## src/rss_regs.svh

```systemverilog
`ifndef RSS_REGS_SVH
`define RSS_REGS_SVH
// ----------------------------------------------------------------
// Register offsets (byte addresses, 32-bit words)
// ----------------------------------------------------------------
`define RSS_CTRL_OFF 12'h000
`define RSS_STATUS_OFF 12'h004
`define RSS_DIAG_OFF 12'h008
`define RSS_IRQ_STAT_OFF 12'h00c
`define RSS_IRQ_MASK_OFF 12'h010
// ----------------------------------------------------------------
// Field positions
// ----------------------------------------------------------------
`define RSS_CTRL_REMIND_BIT 0
`define RSS_CTRL_STOP_BIT 1
`define RSS_IRQ_ERR_BIT 0
`define RSS_IRQ_WARN_BIT 1
`define RSS_IRQ_STOP_BIT 2
`define RSS_IRQ_RUN_BIT 3
`define RSS_IRQ_W 4
// ----------------------------------------------------------------
// Reset values
// ----------------------------------------------------------------
`define RSS_CTRL_RST 1'b0
`define RSS_MASK_RST 4'h0
// ----------------------------------------------------------------
// Timing
// ----------------------------------------------------------------
`define RSS_CLK_HZ 100000000
`define RSS_TMOD_INIT_S 11
`define RSS_BLINK_HALF_MS 250
`define RSS_TMOD_INIT_CYC (`RSS_TMOD_INIT_S * `RSS_CLK_HZ)
`define RSS_BLINK_HALF_CYC (`RSS_BLINK_HALF_MS * (`RSS_CLK_HZ / 1000))
`endif

```

## src/rss_pkg.sv

```systemverilog
package rss_pkg;
    // Operating mode of the controller
    typedef enum logic [0:0] {
        RSS_STOP = 1'b0,
        RSS_RUN = 1'b1
    } rss_mode_t;
    // Error sources, sampled once per program scan
    typedef struct packed {
        logic module_fault;
        logic config_mismatch;
        logic memory_fail;
        logic project_fault;
    } rss_err_t;
    // Warning sources, sampled once per program scan
    typedef struct packed {
        logic batt_date;
        logic batt_low;
        logic sram_lost;
    } rss_warn_t;
    // Supply state: good wins over low
    typedef struct packed {
        logic good;
        logic low;
    } rss_power_t;
endpackage

```

## src/rss_supervisor.sv

```systemverilog
// Functional notes
// Switch in run keeps the unit running unless a peripheral stopped it.
// A peripheral stop holds until the switch goes to stop and back to run.
// A stop-to-run switch move requests run, if no error is pending.
// Switch in stop means stop mode and a dark run lamp, also at power-up.
// Power lamp is on when supply is good, blinks when low, else off.
// Run lamp is on in run mode and off in stop mode.
// Run lamp blinks at most 11 s while a temperature module initialises.
// Error lamp on for error, blinking for warning only, else off.
// An error in run mode forces stop mode.
// In stop mode every field output is off.
// An error in stop mode refuses run entry until it clears.
// Warnings neither cause nor block mode changes.
// Warnings are readable status bits; software may request stop.
// Diagnostics are evaluated once per program scan.
// Module, configuration, memory and project faults are errors.
// SRAM loss, low battery and enabled reminder date are warnings.
// Lamps blink from a free-running divider with equal on and off.
//
// Decided for this implementation: register access over APB and the register addresses.
`include "rss_regs.svh"
module rss_supervisor #(
    parameter int unsigned N_OUT = 8,
    parameter int unsigned TMOD_INIT_CYCLES = `RSS_TMOD_INIT_CYC,
    parameter int unsigned BLINK_HALF_CYCLES = `RSS_BLINK_HALF_CYC
) (
    input wire logic sys_clk_in,
    input wire logic reset_in,
    input wire logic psel_in,
    input wire logic penable_in,
    input wire logic pwrite_in,
    input wire logic [11:0] paddr_in,
    input wire logic [31:0] pwdata_in,
    output logic pready_out,
    output logic [31:0] prdata_out,
    output logic pslverr_out,
    input wire logic mode_switch_run_in,
    input wire logic periph_stop_in,
    input wire logic scan_tick_in,
    input wire rss_pkg::rss_err_t err_src_in,
    input wire rss_pkg::rss_warn_t warn_src_in,
    input wire rss_pkg::rss_power_t power_in,
    input wire logic tmod_present_in,
    input wire logic tmod_ready_in,
    input wire logic [N_OUT-1:0] app_out_in,
    output logic [N_OUT-1:0] field_out,
    output logic run_mode_out,
    output logic power_indicator_out,
    output logic run_indicator_out,
    output logic err_indicator_out,
    output logic irq_out
);
    import rss_pkg::*;

    localparam int unsigned TW = $clog2(TMOD_INIT_CYCLES + 1);
    localparam int unsigned BW = $clog2(BLINK_HALF_CYCLES + 1);

    logic [BW-1:0] blink_cnt;
    logic blink;
    rss_err_t err_q;
    rss_warn_t warn_q;
    logic error_now;
    logic warn_now;
    logic remind_en;
    logic app_stop;
    logic cmd_stop;
    logic sw_q;
    logic sw_rise;
    logic stop_hold;
    rss_mode_t mode;
    rss_mode_t next_mode;
    logic tmod_started;
    logic tmod_init;
    logic [TW-1:0] tmod_cnt;
    logic [3:0] irq_stat;
    logic [3:0] irq_mask;
    logic [3:0] next_irq_stat;
    logic [3:0] irq_ev;
    logic apb_acc;
    logic apb_wr;
    logic addr_hit;
    logic [31:0] rd_word;

    // ----------------------------------------------------------------
    // Blink timebase
    // ----------------------------------------------------------------
    // Free-running so all lamps blink in step
    always_ff @(posedge sys_clk_in) begin
        if (reset_in) begin
            blink_cnt <= '0;
            blink <= 1'b0;
        end else if (blink_cnt == BW'(BLINK_HALF_CYCLES - 1)) begin
            blink_cnt <= '0;
            blink <= ~blink;
        end else begin
            blink_cnt <= blink_cnt + 1'b1;
        end
    end

    // ----------------------------------------------------------------
    // Scan diagnostics
    // ----------------------------------------------------------------
    // Sources are sampled only on the scan strobe, so a glitch between
    // scans never reaches the mode logic
    always_ff @(posedge sys_clk_in) begin
        if (reset_in) begin
            err_q <= '0;
            warn_q <= '0;
        end else if (scan_tick_in) begin
            err_q <= err_src_in;
            warn_q.sram_lost <= warn_src_in.sram_lost;
            warn_q.batt_low <= warn_src_in.batt_low;
            warn_q.batt_date <= warn_src_in.batt_date & remind_en;
        end
    end

    assign error_now = |err_q;
    assign warn_now = |warn_q;

    // ----------------------------------------------------------------
    // Temperature module start-up
    // ----------------------------------------------------------------
    // Presence is caught one edge after reset release, then the wait ends
    // on ready or on the timeout, whichever comes first
    always_ff @(posedge sys_clk_in) begin
        if (reset_in) begin
            tmod_started <= 1'b0;
            tmod_init <= 1'b0;
            tmod_cnt <= '0;
        end else if (!tmod_started) begin
            tmod_started <= 1'b1;
            tmod_init <= tmod_present_in;
        end else if (tmod_init) begin
            if (tmod_ready_in || tmod_cnt == TW'(TMOD_INIT_CYCLES - 1)) begin
                tmod_init <= 1'b0;
            end else begin
                tmod_cnt <= tmod_cnt + 1'b1;
            end
        end
    end

    // ----------------------------------------------------------------
    // Mode control
    // ----------------------------------------------------------------
    assign sw_rise = mode_switch_run_in & ~sw_q;
    assign cmd_stop = periph_stop_in | app_stop;

    // Switch history; reset value of stop makes power-up in run an edge
    always_ff @(posedge sys_clk_in) begin
        if (reset_in) begin
            sw_q <= 1'b0;
        end else begin
            sw_q <= mode_switch_run_in;
        end
    end

    // Commanded stop stays visible until the switch passes through stop
    always_ff @(posedge sys_clk_in) begin
        if (reset_in) begin
            stop_hold <= 1'b0;
        end else if (!mode_switch_run_in) begin
            stop_hold <= 1'b0;
        end else if (cmd_stop) begin
            stop_hold <= 1'b1;
        end
    end

    // Run entry needs a fresh switch edge, so a stop command or an error
    // cannot be undone without touching the switch; warnings play no part
    always_comb begin
        next_mode = mode;
        unique case (mode)
            RSS_STOP: begin
                if (sw_rise && !error_now && !cmd_stop) begin
                    next_mode = RSS_RUN;
                end
            end
            RSS_RUN: begin
                if (!mode_switch_run_in || cmd_stop || error_now) begin
                    next_mode = RSS_STOP;
                end
            end
        endcase
    end

    // Mode and its output copy update together, so the copy never lags
    always_ff @(posedge sys_clk_in) begin
        if (reset_in) begin
            mode <= RSS_STOP;
            run_mode_out <= 1'b0;
        end else begin
            mode <= next_mode;
            run_mode_out <= (next_mode == RSS_RUN);
        end
    end

    // ----------------------------------------------------------------
    // Field outputs
    // ----------------------------------------------------------------
    // Gated by the next mode so outputs drop in the same edge as the mode
    for (genvar i = 0; i < N_OUT; i++) begin : g_out
        always_ff @(posedge sys_clk_in) begin
            if (reset_in) begin
                field_out[i] <= 1'b0;
            end else begin
                field_out[i] <= (next_mode == RSS_RUN) &
                    app_out_in[i];
            end
        end
    end

    // ----------------------------------------------------------------
    // Indicators
    // ----------------------------------------------------------------
    always_ff @(posedge sys_clk_in) begin
        if (reset_in) begin
            power_indicator_out <= 1'b0;
            run_indicator_out <= 1'b0;
            err_indicator_out <= 1'b0;
        end else begin
            power_indicator_out <= power_in.good |
                (power_in.low & blink);
            run_indicator_out <= tmod_init ? blink :
                (next_mode == RSS_RUN);
            err_indicator_out <= error_now | (warn_now & blink);
        end
    end

    // ----------------------------------------------------------------
    // Interrupts
    // ----------------------------------------------------------------
    // New error or warning at a scan, and each mode change
    always_comb begin
        irq_ev = '0;
        irq_ev[`RSS_IRQ_ERR_BIT] = scan_tick_in & (|err_src_in) & ~error_now;
        irq_ev[`RSS_IRQ_WARN_BIT] = scan_tick_in & ~warn_now &
            (warn_src_in.sram_lost | warn_src_in.batt_low |
            (warn_src_in.batt_date & remind_en));
        irq_ev[`RSS_IRQ_STOP_BIT] = (mode == RSS_RUN) &&
            (next_mode == RSS_STOP);
        irq_ev[`RSS_IRQ_RUN_BIT] = (mode == RSS_STOP) &&
            (next_mode == RSS_RUN);
    end

    // Set wins over a write-one-to-clear in the same cycle
    always_comb begin
        next_irq_stat = irq_stat;
        if (apb_wr && paddr_in == `RSS_IRQ_STAT_OFF) begin
            next_irq_stat = irq_stat & ~pwdata_in[3:0];
        end
        next_irq_stat = next_irq_stat | irq_ev;
    end

    always_ff @(posedge sys_clk_in) begin
        if (reset_in) begin
            irq_stat <= '0;
            irq_out <= 1'b0;
        end else begin
            irq_stat <= next_irq_stat;
            irq_out <= |(next_irq_stat & irq_mask);
        end
    end

    // ----------------------------------------------------------------
    // APB slave
    // ----------------------------------------------------------------
    // One wait state: read data is registered so every output is a flop
    assign apb_acc = psel_in & penable_in;
    assign apb_wr = apb_acc & pready_out & pwrite_in;
    assign addr_hit = paddr_in == `RSS_CTRL_OFF ||
        paddr_in == `RSS_STATUS_OFF || paddr_in == `RSS_DIAG_OFF ||
        paddr_in == `RSS_IRQ_STAT_OFF || paddr_in == `RSS_IRQ_MASK_OFF;

    // Decoded from the live address; only the flopped copy reaches
    // the bus, one cycle later
    always_comb begin
        rd_word = '0;
        unique case (paddr_in)
            `RSS_CTRL_OFF: rd_word[`RSS_CTRL_REMIND_BIT] = remind_en;
            `RSS_STATUS_OFF: rd_word[5:0] = {stop_hold, mode_switch_run_in,
                tmod_init, warn_now, error_now, mode == RSS_RUN};
            `RSS_DIAG_OFF: rd_word[6:0] = {warn_q, err_q};
            `RSS_IRQ_STAT_OFF: rd_word[3:0] = irq_stat;
            `RSS_IRQ_MASK_OFF: rd_word[3:0] = irq_mask;
            default: rd_word = '0;
        endcase
    end

    always_ff @(posedge sys_clk_in) begin
        if (reset_in) begin
            pready_out <= 1'b0;
            prdata_out <= '0;
            pslverr_out <= 1'b0;
        end else begin
            pready_out <= apb_acc & ~pready_out;
            prdata_out <= (apb_acc && !pready_out && !pwrite_in) ?
                rd_word : '0;
            pslverr_out <= apb_acc & ~pready_out & ~addr_hit;
        end
    end

    // Control and mask writes; stop request is a one-cycle pulse
    always_ff @(posedge sys_clk_in) begin
        if (reset_in) begin
            remind_en <= `RSS_CTRL_RST;
            irq_mask <= `RSS_MASK_RST;
            app_stop <= 1'b0;
        end else begin
            app_stop <= apb_wr && paddr_in == `RSS_CTRL_OFF &&
                pwdata_in[`RSS_CTRL_STOP_BIT];
            if (apb_wr && paddr_in == `RSS_CTRL_OFF) begin
                remind_en <= pwdata_in[`RSS_CTRL_REMIND_BIT];
            end
            if (apb_wr && paddr_in == `RSS_IRQ_MASK_OFF) begin
                irq_mask <= pwdata_in[3:0];
            end
        end
    end
endmodule

```

## config.mk

```make
export PLATFORM = sky130hd
export DESIGN_NAME = rss_supervisor
export DESIGN_NICKNAME = d
export VERILOG_FILES = /design/src/rss_pkg.sv /design/src/rss_supervisor.sv
export VERILOG_INCLUDE_DIRS = /design/src /design/src/src
export SDC_FILE = /design/constraint.sdc
export NUM_CORES = 1
export LEC_CHECK = 0
export BUFFER_PORTS_ARGS = -buffer_cell sky130_fd_sc_hd__buf_2
export CELL_PAD_IN_SITES_DETAIL_PLACEMENT = 1
export CELL_PAD_IN_SITES_GLOBAL_PLACEMENT = 1
export CORE_ASPECT_RATIO = 0.6
export CORE_MARGIN = 1.5
export CORE_UTILIZATION = 42
export DETAILED_ROUTE_END_ITERATION = 12
export GPL_TIMING_DRIVEN = 0
export PLACE_DENSITY = 0.95
export SLEW_MARGIN = 15
export SYNTH_ARGS = -nofsm -noshare
export SYNTH_HDL_FRONTEND = slang
export SYNTH_SLANG_ARGS = --single-unit
```

## constraint.sdc

```tcl
create_clock -name sys_clk_in -period 4.5 [get_ports sys_clk_in]
set_clock_uncertainty 0.05 [all_clocks]
set_input_delay 0.225 -clock sys_clk_in [delete_from_list [all_inputs] [get_ports sys_clk_in]]
set_output_delay 0.225 -clock sys_clk_in [all_outputs]
set_load 0.01 [all_outputs]
```

==> flow_summary.toml <==
[layout]
final_common_cell = "dfxtp_1"
drive_gt1_share_pct = 19.61
diodes = 0
final_nets = 685
area_delta_synth_final_pct = 18.85
layout_common_cells = "100 x dfxtp_1, 83 x nor2_1, 63 x buf_2"
design_area_sq_um = 5403

[clocking]
post_cts_buffers = 0
cts_hold_buf = 0
cts_tree = "yes"
clockBufferDepth = 2
cts_buffers = 9
cts_max_level = 3
clock_latency_ps = 350
post_cts_resized = 0
cts_root_buf = "clkbuf_16"
cts.sinks = 100
clkTransAtPathRegs_ps = 70

[logic_synthesis]
yosys_warnings = 0
synthFlopType = "dfxtp_1"
synth-async-reset-ratio_pct = 0
avgSynthCellArea_sq_um = 8.844
ys_ff_latch = 100
syn_inst = 514
synth-edff-count = 0
ys_seq_area_share_pct = 44.04
syn_area_sq_um = 4546
synth_cell_type_count = 55

[timing]
max_freq_ghz = 0.3743
slew_headroom_pct = 36.49
final.setup.tns_ps = 0
finalHoldViolCount = 0
worstMarginPinSlew_ps = 945.4
setup_viol = 0
hold_ws_ps = 25.80
rsz0062_at_grt = "no"
period_minus_slack_ps = 2671
final_max_slew_viol_count = 0
post-route-period-util_pct = 59.36

[pwr]
cellPowerDensity_nw_per_um2 = 328.2
ir_drop_mv = 0.1986
p_leak_nw = 2.061

[job]
cap_violations = 0

[worst_setup_path]
crit_path_end_kind = "flop"
cp_max_fo = 9
critPathKind = "flop to flop"
arrival_ps = 2910
rr_endpoint = "field_out[5]$_SDFF_PP0_"
r2r-start = "err_q[0]$_SDFFE_PP0P_"
crit_required_ps = 4730
worstRegToRegCells = 4
ff2ff_setup_slack_ps = 1830
cp-start-kind = "flop"

[hold_path]
hp-start = "app_out_in[0]"
holdPathEnd = "field_out[0]$_SDFF_PP0_"
hold_path_depth = 2
hold_class = "input pin to flop"

[grt]
grt_max_degree = 18
grt_pass1_wl_microns = 22640
grt_pass1_vias = 4434
antenna_found_initial = 0
grtUsageTotal_pct = 25.24
grt_overflow = 0

[place]
post_dp_cell_area_sq_um = 5125
portBuffers = 63
dp_hpwl_microns = 10060
finalWeightedCongestion = 0.8548

[route]
first_pass_iters = 6
via_count = 4190
wl_microns = 13740
post_drt_wl_per_cell_microns = 18.18
drtIter0Drc = 308
drtAntennaViolNets = 0
drc = 0
viasPerCell = 5.542

[floorplanning]
die_w_microns = 137.3
start_util_pct = 43.05
dieArea_sq_um = 11480
ios = 118
rows = 29
dieHeight_microns = 83.59
coreArea_sq_um = 10560

[run_status]
status = "complete, no violations"
[synthesized netlist by cell type, drive strengths merged (2+ instances only)]
cell type / count / share of area [%]
mux2i: 12 / 2.6
or4: 8 / 1.3
nand2b: 3 / 0.41
o211ai: 3 / 0.50
o31ai: 2 / 0.63
nor4: 19 / 2.6
o21ai: 7 / 0.77
xor2: 16 / 3.1
nand3b: 2 / 0.33
xnor2: 28 / 5.4
a222oi: 2 / 0.44
and2: 10 / 1.4
o31a: 2 / 0.39
clkbuf: 11 / 0.91
inv: 16 / 1.3
nand3: 26 / 2.9
nand4: 18 / 2.5
or2: 4 / 0.55
or3: 6 / 0.94
ha: 2 / 0.55
nor4b: 4 / 0.77
nor3b: 2 / 0.33
nor3: 18 / 2.0
nor2b: 10 / 1.4
a22oi: 5 / 0.83
buf: 30 / 4.7
nand2: 21 / 1.7
mux2: 5 / 1.3
a311oi: 2 / 0.39
and4: 6 / 1.2
a21oi: 12 / 1.3
or4b: 2 / 0.44
dfxtp: 100 / 44
nor2: 84 / 7.0
and3: 3 / 0.41
[kinds of logic after synthesis]
| logic type | after synthesis | synth area share [%] |
|---|---|---|
| fa+ha+maj | 2 | 0.5504 |
| xor+xnor | 44 | 8.478 |
| mux | 18 | 4.459 |
| compound gates | 42 | 6.442 |
| other cells | 1 | 0.08250 |
| flops | 100 | 44.04 |
| simple gates | 250 | 29.01 |
| buf+inv | 57 | 6.936 |
[report_power, final]
| part | switching [mW] | internal [mW] | total, mW |
|---|---|---|---|
| clock | 0.355 | 0.378 | 0.733 |
| combinational | 0.0746 | 0.0524 | 0.127 |
| sequential | 0.0139 | 0.899 | 0.913 |
[metrics by stage]
step / power (mW) / utilization [%] / worst slack, ps / instances
6_report: 1.773 / 51.17 / 1829 / 756
3_5_place_dp: 1.054 / 48.54 / 1975 / 740
2_1_floorplan: 1.003 / - / 2317 / 538
5_1_grt: 1.831 / 51.17 / 1728 / 756
4_1_cts: 1.777 / 51.17 / 1887 / 756
3_3_place_gp: 1.044 / 48.54 / 2069 / 740
[routing by layer]
| layer | track usage, % | share of wire (%) | wire, microns |
|---|---|---|---|
| met5 | 0 | 0 | 0 |
| met4 | 7.847 | 2.3 | 310 |
| met3 | 6.315 | 6.0 | 825 |
| met2 | 40.89 | 46 | 6319 |
| met1 | 33.02 | 46 | 6289 |
[layout make-up]
class | instances | area, sq um
tap | 139 | 173.9
inverter | 16 | 60.06
clock inverter | 7 | 52.55
clock buffer | 9 | 225.2
fill | 1280 | 5156
multi-input combinational | 381 | 2318
timing repair buffer | 63 | 315.3
buffer | 41 | 255.2
sequential | 100 | 2002
[worst max path at each step]
stage | start | end | slack, ps | depth (start not counted)
2_1_floorplan | tmod_cnt[16]$_SDFFE_PP0P_ | tmod_cnt[2]$_SDFFE_PP0P_ | 2320 | 6
5_1_grt | blink_cnt[0]$_SDFF_PP0_ | blink_cnt[21]$_SDFF_PP0_ | 1730 | 7
3_3_place_gp | blink_cnt[0]$_SDFF_PP0_ | blink_cnt[19]$_SDFF_PP0_ | 2070 | 7
3_5_place_dp | blink_cnt[0]$_SDFF_PP0_ | blink_cnt[20]$_SDFF_PP0_ | 1970 | 7
4_1_cts | err_q[0]$_SDFFE_PP0P_ | field_out[5]$_SDFF_PP0_ | 1890 | 4
6_report | err_q[0]$_SDFFE_PP0P_ | field_out[5]$_SDFF_PP0_ | 1830 | 4
[state kept, by name, summed over array words and instances (netlist names), 3 cells and up]
register / flops
err_q: 4
warn_q: 3
blink_cnt: 25
tmod_cnt: 31
irq_mask: 4
irq_stat: 4
prdata_out: 7
field_out: 8
[critical path, cell delays in order, from the launching register on]
cell and delay, ps:
dfxtp_1 390, nor4_1 820, nand3_1 330, nor3_1 780, and2_1 250
(Power assumes the default switching activity.)
